**src/tpw_pkg.sv**
```systemverilog
// Package for the 8-bit timer with PWM waveform unit
package tpw_pkg;
  // Register offsets (plain port, 8-bit data)
  localparam logic [2:0] ADDR_CTRL_A = 3'h0;
  localparam logic [2:0] ADDR_COUNTER = 3'h1;
  localparam logic [2:0] ADDR_COMPARE_A = 3'h2;
  localparam logic [2:0] ADDR_FLAGS = 3'h3;
  localparam logic [2:0] ADDR_PORT_DIR = 3'h4;
  // Control register field positions
  localparam int FOC_BIT = 7;
  localparam int WGM0_BIT = 6;
  localparam int COM_HI = 5;
  localparam int COM_LO = 4;
  localparam int WGM1_BIT = 3;
  localparam int CS_HI = 2;
  localparam int CS_LO = 0;
  // Flags register bit positions
  localparam int OVF_BIT = 0;
  localparam int CMF_BIT = 1;
  localparam logic [7:0] CTRL_RESET = 8'h00;
  localparam logic [7:0] CTRL_READ_MASK = 8'h7f;
  localparam logic [7:0] CNT_BOTTOM = 8'h00;
  localparam logic [7:0] CNT_MAX = 8'hff;
  localparam logic [9:0] PRESCALE_TOP = 10'h3ff;

  typedef enum logic [1:0] {
    WGM_NORMAL = 2'b00,
    WGM_PHASE_PWM = 2'b01,
    WGM_CLEAR_ON_MATCH = 2'b10,
    WGM_FAST_PWM = 2'b11
  } tpw_wgm_e;

  typedef struct packed {
    logic [2:0] addr;
    logic [7:0] wdata;
    logic wr;
    logic rd;
  } tpw_bus_s;
endpackage

```
**src/tpw_timer.sv**
```systemverilog
// 8-bit timer/counter with one compare channel and waveform output
//
// Our own choices: the placing of the registers and strobed register access.
`timescale 1ns/1ps
// Behaviour
// - Fast PWM mode 1 toggles on match
// - Mode 1 counts up then down
// - Phase PWM: clear up, set down
// - Phase PWM: COM 2 normal, 3 inverted
// - Eight-bit, MAX held one tick
// - Phase PWM overflow flag at BOTTOM
// - Pin driven only when direction output
// - Phase PWM: compare BOTTOM/MAX give constant levels
// - Level at MAX equals up-match result, except compare MAX
// - Missed up-match still changes output
// - Phase period 510 ticks times prescale
// - Counter advances only on timer tick
// - Force strobe matches in non-PWM only
// - Force strobe sets no flag, no clear
// - Force bit reads as zero
// - Mode field selects sequence and TOP
// - Compare buffer and overflow timing per mode
// - Clock select picks tick divider
// - Non-PWM COM: off, toggle, clear, set
module tpw_timer (
  input wire logic clk_i,
  input wire logic resetn_i,
  input wire logic async_osc_tick_i,
  input wire logic async_sel_i,
  input wire tpw_pkg::tpw_bus_s bus_i,
  output logic [7:0] rdata_o,
  output logic compare_output_pin_o,
  output logic compare_output_pin_oe_o,
  output logic overflow_flag_o,
  output logic compare_match_flag_a_o
);
  import tpw_pkg::*;

  logic [7:0] ctrl_q;
  logic [7:0] counter_value_q;
  logic [7:0] compare_value_a_q;
  logic [7:0] compare_buf_q;
  logic down_q;
  logic compare_output_a_q;
  logic overflow_flag_q;
  logic compare_match_flag_a_q;
  logic port_dir_q;
  logic [9:0] prescale_q;
  logic block_match_q;
  logic [7:0] rdata_q;
  logic pin_q;
  logic pin_oe_q;
  logic timer_tick;
  logic src_tick;
  logic is_pwm;
  logic match;
  logic force_hit;
  logic [1:0] com;
  tpw_wgm_e wgm;
  logic wr_ctrl;
  logic wr_cnt;
  logic wr_cmp;
  logic wr_flags;
  logic at_top;
  logic [7:0] cnt_d;
  logic dir_d;
  logic oc_d;

  function automatic logic sel(input logic [2:0] a, input logic [2:0] b);
    sel = (a == b);
  endfunction

  assign wr_ctrl = bus_i.wr && sel(bus_i.addr, ADDR_CTRL_A);
  assign wr_cnt = bus_i.wr && sel(bus_i.addr, ADDR_COUNTER);
  assign wr_cmp = bus_i.wr && sel(bus_i.addr, ADDR_COMPARE_A);
  assign wr_flags = bus_i.wr && sel(bus_i.addr, ADDR_FLAGS);
  assign wgm = tpw_wgm_e'({ctrl_q[WGM1_BIT], ctrl_q[WGM0_BIT]});
  assign com = ctrl_q[COM_HI:COM_LO];
  assign is_pwm = ctrl_q[WGM0_BIT];
  assign src_tick = async_sel_i ? async_osc_tick_i : 1'b1;

  // Prescaler, free running on the source tick
  always_ff @(posedge clk_i) begin
    if (!resetn_i) begin
      prescale_q <= 10'h000;
    end else if (src_tick) begin
      prescale_q <= prescale_q + 10'h001;
    end
  end

  // Tick enable chosen by clock select
  always_comb begin
    case (ctrl_q[CS_HI:CS_LO])
      3'h0: timer_tick = 1'b0;
      3'h1: timer_tick = src_tick;
      3'h2: timer_tick = src_tick && (prescale_q[2:0] == 3'h7);
      3'h3: timer_tick = src_tick && (prescale_q[4:0] == 5'h1f);
      3'h4: timer_tick = src_tick && (prescale_q[5:0] == 6'h3f);
      3'h5: timer_tick = src_tick && (prescale_q[6:0] == 7'h7f);
      3'h6: timer_tick = src_tick && (prescale_q[7:0] == 8'hff);
      // Divide by 1024 waits for the full prescaler
      default: timer_tick = src_tick && (prescale_q == PRESCALE_TOP);
    endcase
  end

  // TOP in use for the present mode
  assign at_top = (wgm == WGM_CLEAR_ON_MATCH) ?
                  (counter_value_q == compare_value_a_q) :
                  (counter_value_q == CNT_MAX);
  assign match = timer_tick && !block_match_q &&
                 (counter_value_q == compare_value_a_q);
  assign force_hit = wr_ctrl && bus_i.wdata[FOC_BIT] &&
                     !bus_i.wdata[WGM0_BIT];

  // Counter sequence
  always_comb begin
    cnt_d = counter_value_q;
    dir_d = down_q;
    if (timer_tick) begin
      case (wgm)
        WGM_PHASE_PWM: begin
          // Holds MAX one tick, then turns; 510 ticks per period
          if (!down_q && counter_value_q == CNT_MAX) begin
            dir_d = 1'b1;
            cnt_d = counter_value_q - 8'h01;
          end else if (down_q && counter_value_q == CNT_BOTTOM) begin
            dir_d = 1'b0;
            cnt_d = counter_value_q + 8'h01;
          end else if (down_q) begin
            cnt_d = counter_value_q - 8'h01;
          end else begin
            cnt_d = counter_value_q + 8'h01;
          end
        end
        WGM_CLEAR_ON_MATCH: begin
          cnt_d = at_top ? CNT_BOTTOM : counter_value_q + 8'h01;
          dir_d = 1'b0;
        end
        default: begin
          cnt_d = counter_value_q + 8'h01;
          dir_d = 1'b0;
        end
      endcase
    end
    if (wr_cnt) begin
      cnt_d = bus_i.wdata;
    end
  end

  always_ff @(posedge clk_i) begin
    if (!resetn_i) begin
      counter_value_q <= CNT_BOTTOM;
      down_q <= 1'b0;
      block_match_q <= 1'b0;
    end else begin
      counter_value_q <= cnt_d;
      down_q <= dir_d;
      // A counter write hides the match on the next tick
      if (wr_cnt) begin
        block_match_q <= 1'b1;
      end else if (timer_tick) begin
        block_match_q <= 1'b0;
      end
    end
  end

  // Control, compare and direction registers
  always_ff @(posedge clk_i) begin
    if (!resetn_i) begin
      ctrl_q <= CTRL_RESET;
      compare_buf_q <= CNT_BOTTOM;
      compare_value_a_q <= CNT_BOTTOM;
      port_dir_q <= 1'b0;
    end else begin
      if (wr_ctrl) begin
        ctrl_q <= bus_i.wdata & CTRL_READ_MASK;
      end
      if (wr_cmp) begin
        compare_buf_q <= bus_i.wdata;
      end
      if (bus_i.wr && sel(bus_i.addr, ADDR_PORT_DIR)) begin
        port_dir_q <= bus_i.wdata[0];
      end
      // Double buffered at TOP in PWM modes, else immediate
      if (!is_pwm) begin
        compare_value_a_q <= wr_cmp ? bus_i.wdata : compare_buf_q;
      end else if (timer_tick && counter_value_q == CNT_MAX) begin
        compare_value_a_q <= compare_buf_q;
      end
    end
  end

  // Waveform generator
  always_comb begin
    oc_d = compare_output_a_q;
    case (wgm)
      WGM_PHASE_PWM: begin
        if (com[1] && timer_tick) begin
          if (!down_q && counter_value_q == CNT_MAX) begin
            // At TOP the level is the up-match result, which also
            // makes good a match missed on the way up; a compare
            // of MAX keeps the down-match level instead
            if (compare_buf_q == CNT_MAX) begin
              oc_d = !com[0];
            end else begin
              oc_d = com[0];
            end
          end else if (counter_value_q == CNT_BOTTOM &&
                       compare_value_a_q == CNT_BOTTOM) begin
            // Both matches meet at BOTTOM; the up-match wins
            oc_d = com[0];
          end else if (match) begin
            oc_d = down_q ? !com[0] : com[0];
          end
        end
      end
      WGM_FAST_PWM: begin
        if (timer_tick) begin
          if (com == 2'b01 && match) begin
            oc_d = !compare_output_a_q;
          end else if (com[1] && counter_value_q == CNT_MAX) begin
            oc_d = !com[0];
          end else if (com[1] && match) begin
            oc_d = com[0];
          end
        end
      end
      default: begin
        if (match || force_hit) begin
          case (force_hit ? bus_i.wdata[COM_HI:COM_LO] : com)
            2'b01: oc_d = !compare_output_a_q;
            2'b10: oc_d = 1'b0;
            2'b11: oc_d = 1'b1;
            default: oc_d = compare_output_a_q;
          endcase
        end
      end
    endcase
  end

  always_ff @(posedge clk_i) begin
    if (!resetn_i) begin
      compare_output_a_q <= 1'b0;
    end else begin
      compare_output_a_q <= oc_d;
    end
  end

  // Flags: hardware set wins over software clear by writing one
  always_ff @(posedge clk_i) begin
    if (!resetn_i) begin
      overflow_flag_q <= 1'b0;
      compare_match_flag_a_q <= 1'b0;
    end else begin
      // Phase mode flags BOTTOM as the counter steps 1 to 0
      if (timer_tick && (is_pwm && !ctrl_q[WGM1_BIT] ?
          (down_q && counter_value_q == 8'h01) :
          (counter_value_q == CNT_MAX))) begin
        overflow_flag_q <= 1'b1;
      end else if (wr_flags && bus_i.wdata[OVF_BIT]) begin
        overflow_flag_q <= 1'b0;
      end
      if (match) begin
        compare_match_flag_a_q <= 1'b1;
      end else if (wr_flags && bus_i.wdata[CMF_BIT]) begin
        compare_match_flag_a_q <= 1'b0;
      end
    end
  end

  // Pin output and read data
  always_ff @(posedge clk_i) begin
    if (!resetn_i) begin
      pin_q <= 1'b0;
      pin_oe_q <= 1'b0;
      rdata_q <= 8'h00;
    end else begin
      // Pin follows the waveform only while connected
      pin_q <= (com != 2'b00) ? oc_d : 1'b0;
      pin_oe_q <= port_dir_q;
      rdata_q <= 8'h00;
      if (bus_i.rd) begin
        case (bus_i.addr)
          ADDR_CTRL_A: rdata_q <= ctrl_q & CTRL_READ_MASK;
          ADDR_COUNTER: rdata_q <= counter_value_q;
          ADDR_COMPARE_A: rdata_q <= compare_buf_q;
          ADDR_FLAGS: rdata_q <= {6'h00, compare_match_flag_a_q,
                                  overflow_flag_q};
          ADDR_PORT_DIR: rdata_q <= {7'h00, port_dir_q};
          default: rdata_q <= 8'h00;
        endcase
      end
    end
  end

  assign rdata_o = rdata_q;
  assign compare_output_pin_o = pin_q;
  assign compare_output_pin_oe_o = pin_oe_q;
  assign overflow_flag_o = overflow_flag_q;
  assign compare_match_flag_a_o = compare_match_flag_a_q;
endmodule // tpw_timer

```
**config.mk**
```make
export PLATFORM = sky130hd
export DESIGN_NAME = tpw_timer
export DESIGN_NICKNAME = d
export VERILOG_FILES = /design/src/tpw_pkg.sv /design/src/tpw_timer.sv
export SDC_FILE = /design/constraint.sdc
export NUM_CORES = 1
export LEC_CHECK = 0
export BUFFER_PORTS_ARGS = -buffer_cell sky130_fd_sc_hd__buf_4
export CAP_MARGIN = 20
export CELL_PAD_IN_SITES_DETAIL_PLACEMENT = 0
export CELL_PAD_IN_SITES_GLOBAL_PLACEMENT = 2
export CORE_UTILIZATION = 36
export CTS_CLUSTER_DIAMETER = 200
export DETAILED_ROUTE_END_ITERATION = 10
export GPL_ROUTABILITY_DRIVEN = 0
export GPL_TIMING_DRIVEN = 0
export PLACE_DENSITY = 0.89
export SLEW_MARGIN = 20
export SYNTH_ARGS = -nofsm -noshare
export SYNTH_HDL_FRONTEND = slang
export SYNTH_SLANG_ARGS = --single-unit
```
**constraint.sdc**
```tcl
create_clock -name clk_i -period 2.7 [get_ports clk_i]
set_clock_uncertainty 0.15 [all_clocks]
set_input_delay 0.54 -clock clk_i [delete_from_list [all_inputs] [get_ports clk_i]]
set_output_delay 0.54 -clock clk_i [all_outputs]
set_load 0.02 [all_outputs]
```
==> metrics.txt, run 1 <==
Port Buffers=27; RSZ-0062 raised after global routing=false; Leak=1.62 nW; EDFF count, synth=0; power share of the combinational group=0.138; Crit Path Class=flop to flop; Adder-Cell Fraction of Synth Area=0.0375; slowest stage cell, crit path=or3_4; Worst EP arrival=2.64 ns; Layout Nets=471; synth warn=0; fmax=392 MHz; placed cell area=0.00367 mm2; Period Utilization, post-route=0.944; Synth Area in Compound Gates=0.191; CTS buffer count=9; Core Box Area=0.00885 mm2; sequential share of power=0.469; ys async rst share=0; Crit path largest cell delay=0.43 ns; Hold Path Class=input port to flop; DR vias/cell=5.53; top-area cell type share of the netlist area=0.342; Final min period=2.55 ns; antenna violations before repair=0; vias in the first global route=2952; area delta synth->final=17.2%; Power Dens Cells=481 mW/mm2; hpwl dp=7100 um; Sw Share=0.309; count leader, synth=dfxtp_1; clock power share=0.393; Avg WL per Cell=17.5 um; Rel. slew slack=0.586; Post-synth top flop=dfxtp_1; first-pass iteration count of the detailed router=6; Int Power=1.30 mW; CP max FO=8; post-synth cell types=59; share of cells above drive strength 1=0.185; Synth Area in Simple Gates=0.254; GRT Util Overall=0.211; CTS root buffer=clkbuf_8; largest cells by area after synthesis=dfxtp_1, nand2_1, nor2_1; Critical Path, Cell by Cell=ha_2 > nand4_1 > or3_4 > and2_4 > a221oi_4 > buf_4 > a21oi_1 > o31ai_1 > a21oi_1; Die Span Y=98.3 um; syn_nets=432; clk_lat worst skew=0.35 ns; IO Pins=29; Routed Antenna Nets=0; routed vias=3081; register area share after synthesis=0.342; CTS tree=done; NetSw=0.582 mW; #FFs+latches synth=57; Mapped Area=0.00334 mm2; largest family of logic cells by synthesized area=simple AND/OR/NAND/NOR gates; Filler Cell Count=929; startpoint types=flop; starting DRC count in detailed routing=155; Avg Inst Size Synth=8.24 um2; DIE WIDTH=98.3 um; peak supply drop=0.271 mV; Antenna diodes=0; Initial Utilization=0.377; clock slew at reported path FFs=0.08 ns; full die area=0.00966 mm2; most used cell, CP=a21oi_1; final wirelength=9740 um; Rows=34; Synth area leader=dfxtp_1; hold_buf cts=0; first-pass GRT wire length=15600 um; final setup TNS=0 ns; element type at the critical path end=flop; Overflow after GRT=0; largest net degree at the start of global routing=13; Commonest cells post-synth=dfxtp_1, nand2_1, nor2_1; post-synthesis mux area share=0.0851; slew at the pin closest to its max-slew limit=0.621 ns; Max-Cap Viols=0; max-slew violation count=0; status=complete, no violations; Post-Synthesis Cells=405; design area=0.00391 mm2; worst hold slack=0.284 ns; Clock Path Buffers=2; final hold vios=0; clock sink count=57; Critical Path RT=2.79 ns; setup violators final=0; Synth Area in XOR/XNOR=0.0499; CTS H-tree lvls=3; DRC errors left=0
-- cell usage in the layout, fill, tap and decap left out, types with 6 or more instances in the layout --
| cell type | netlist | routed |
|---|---|---|
| nand2_1 | 48 | 47 |
| mux2_2 | 9 | 9 |
| nand3_1 | 11 | 11 |
| ha_1 | 10 | 9 |
| nor2b_1 | 6 | 6 |
| and2_1 | 12 | 12 |
| clkbuf_1 | 15 | 11 |
| dfxtp_1 | 57 | 56 |
| buf_4 | 1 | 33 |
| clkbuf_8 | 0 | 9 |
| xor2_1 | 14 | 14 |
| a21oi_1 | 32 | 32 |
| nand4_1 | 8 | 8 |
| nor3_1 | 7 | 7 |
| o211a_1 | 9 | 9 |
| nor2_1 | 44 | 44 |
| mux2i_1 | 16 | 16 |
| a211oi_1 | 7 | 7 |
| nand2b_1 | 6 | 6 |
| inv_1 | 8 | 8 |
| o21ai_0 | 9 | 9 |
-- stage by stage --
stage | util | worst slack [ns] | power (mW) | std cells
after floorplan | - | 0.283 | 1.07 | 405
after global placement | 0.415 | -0.184 | 1.15 | 540
after detailed placement | 0.415 | -0.175 | 1.15 | 540
after CTS | 0.438 | 0.00343 | 1.90 | 559
after global routing | 0.442 | 0.0278 | 1.97 | 557
final | 0.442 | 0.152 | 1.88 | 557
-- power groups by stage --
| stage | registers, mW | logic, mW | clock network [mW] |
|---|---|---|---|
| 2_1_floorplan | 0.897 | 0.168 | 0 |
| 3_3_place_gp | 0.902 | 0.250 | 0 |
| 3_5_place_dp | 0.902 | 0.250 | 0 |
| 4_1_cts | 0.883 | 0.254 | 0.760 |
| 5_1_grt | 0.886 | 0.286 | 0.794 |
| 6_report | 0.883 | 0.259 | 0.741 |
-- layer usage --
layer  vias to the layer above  wire length [um]  global-route usage
met1                      1468              4540               0.285
met3                         9               564              0.0437
met5                         -                 0                   0
met4                         0                86              0.0643
met2                        82              4540               0.339
li1                       1522                 -                   -
-- state kept, by name, summed over array words and instances, names as in the netlist, 7 cells and up --
register,flops
compare_buf_q,8
compare_value_a_q,8
counter_value_q,8
ctrl_q,7
prescale_q,10
rdata_o,8
-- worst max-delay path: cells and delay by family (launching register included) --
kind            cells  cell delay (ns)
simple gates        3             0.81
buf+inv             1             0.21
flops               1             0.40
compound gates      4             0.64
fa+ha+maj           1             0.22
-- worst paths after layout --
path | start | to | slack, ns | cells after the start
worst max register to register | counter_value_q[1] | counter_value_q[2] | 0.15 | 9
worst max-delay path | counter_value_q[1] | counter_value_q[2] | 0.15 | 9
worst min-delay path | bus_i[0] | rdata_o[0] | 0.28 | 2
worst min register to register | prescale_q[1] | prescale_q[1] | 0.33 | 2
-- what timing repair did --
action,CTS,global route
gates resized for setup,3,17
setup buffers,3,0
pin swaps,2,2
hold endpoints to repair,0,0
setup endpoints to repair,17,18
-- final cells by class --
cell class              instances  area, um2  area share
plain buffers                  22        103      0.0262
clock buffers                   9        124      0.0317
flip-flops and latches         57       1140       0.293
well taps                     108        135      0.0345
repair buffers                 30        225      0.0576
multi-input cells             315       2090       0.535
clock inverters                 7       53.8      0.0138
inverters                       9       33.8     0.00863
-- kinds of logic after synthesis --
family | Yosys count
flops | 57
simple gates | 170
xor+xnor | 19
buf+inv | 33
compound gates | 90
fa+ha+maj | 10
mux | 26
(Power assumes the default switching activity.)
==> run 2, diff against run 1 <==
Clock period 2.7 ns to 2.5 ns, I/O delays scaled along.
==> metrics.txt, run 2 (synthesis gave the netlist of run 1 again) <==
Sw Share=0.309; largest net degree at the start of global routing=13; Most flops, register=prescale_q; CP Buf/Inv Count=3; clk_lat worst skew=0.35 ns; power share of the combinational group=0.151; commonest non-fill, non-tap cell in the layout=dfxtp_1; Hold Path Class=input port to flop; slew at the pin closest to its max-slew limit=0.624 ns; sequential share of power=0.463; starting DRC count in detailed routing=194; Int Power=1.43 mW; slowest stage cell, crit path=dfxtp_4; first-pass GRT wire length=15700 um; crit-path leading delay family=compound AO/OA/AOI/OAI gates; first-pass iteration count of the detailed router=7; Leak=1.69 nW; Max-Cap Viols=0; Antenna diodes=0; startpoint types=flop; max-slew violation count=0; worst hold slack=0.243 ns; clock slew at reported path FFs=0.08 ns; routed vias=3161; max reg flops=10; Overflow after GRT=0; Initial Utilization=0.377; CP max FO=8; clock sink count=57; CTS H-tree lvls=3; full die area=0.00966 mm2; Final min period=2.43 ns; clock power share=0.386; Crit path largest cell delay=0.38 ns; Power Dens Cells=507 mW/mm2; peak supply drop=0.295 mV; Rows=34; CTS root buffer=clkbuf_8; Crit Path Class=flop to flop; share of cells above drive strength 1=0.224; DIE WIDTH=98.3 um; DRC errors left=0; final hold vios=0; vias in the first global route=2944; DR vias/cell=5.57; hpwl dp=7100 um; Die Span Y=98.3 um; placed cell area=0.00367 mm2; Avg WL per Cell=17.4 um; Port Buffers=27; design area=0.00407 mm2; final wirelength=9880 um; most used cell, CP=a21oi_1; antenna violations before repair=0; fmax=412 MHz; Layout Nets=482; Critical Path RT=2.59 ns; element type at the critical path end=flop; most frequent cells in the layout=dfxtp_1, nand2_1, nor2_1; Routed Antenna Nets=0; setup violators final=0; status=complete, no violations; IO Pins=29; hold_buf cts=0; area delta synth->final=22.0%; Clock Path Buffers=2; RSZ-0062 raised after global routing=true; GRT Util Overall=0.212; CTS buffer count=9; Core Box Area=0.00885 mm2; Critical Path, Cell by Cell=buf_8 > inv_1 > ha_2 > nor3b_4 > a21bo_2 > and2_4 > a221oi_4 > buf_6 > a21oi_1 > o31ai_1 > a21oi_1; total power=2.06 mW; Rel. slew slack=0.584; CTS tree=done; NetSw=0.637 mW; Period Utilization, post-route=0.972; Worst EP arrival=2.52 ns
-- run 2: cell type report --
type / count / area, um2
well taps: 108 / 135
multi-input cells: 315 / 2140
plain buffers: 23 / 129
fillers: 917 / 4780
clock inverters: 7 / 53.8
clock buffers: 9 / 124
flip-flops and latches: 57 / 1150
repair buffers: 40 / 304
inverters: 9 / 33.8
-- run 2: repair_timing --
item / in CTS / in global routing
resized for setup: 14 / 27
setup endpoints to repair: 19 / 18
pin swaps: 4 / 7
hold endpoints to repair: 0 / 0
buffers inserted: 5 / 8
-- run 2: final timing paths --
kind	cells past startpoint	to	slack, ns	from
setup / recovery	11	counter_value_q[2]	0.07	counter_value_q[0]
hold / removal	2	rdata_o[0]	0.24	bus_i[0]
setup reg to reg	11	counter_value_q[2]	0.07	counter_value_q[0]
hold reg to reg	2	prescale_q[1]	0.32	prescale_q[1]
-- run 2: power groups by stage --
| stage | Combinational [mW] | Sequential, mW | Clock, mW |
|---|---|---|---|
| 6_report | 0.311 | 0.955 | 0.797 |
| 5_1_grt | 0.340 | 0.958 | 0.858 |
| 4_1_cts | 0.280 | 0.954 | 0.821 |
| 3_5_place_dp | 0.270 | 0.974 | 0 |
| 3_3_place_gp | 0.270 | 0.974 | 0 |
| 2_1_floorplan | 0.182 | 0.969 | 0 |
-- run 2: through the flow --
stage                     utilization  std cells  setup slack (ns)  TNS, ns
final                           0.460        568            0.0710        0
after detailed placement        0.415        540            -0.375    -5.05
after floorplan                     -        405            0.0829        0
after CTS                       0.444        561           0.00305        0
after global routing            0.460        568           -0.0128  -0.0128
after global placement          0.415        540            -0.384    -4.82
-- run 2: per-layer routing --
metal / routed length [um] / GRT usage / up-vias
met1: 4680 / 0.288 / 1504
met2: 4510 / 0.340 / 105
met3: 559 / 0.0394 / 12
met5: 0 / 0 / -
li1: - / - / 1540
met4: 132 / 0.0666 / 0
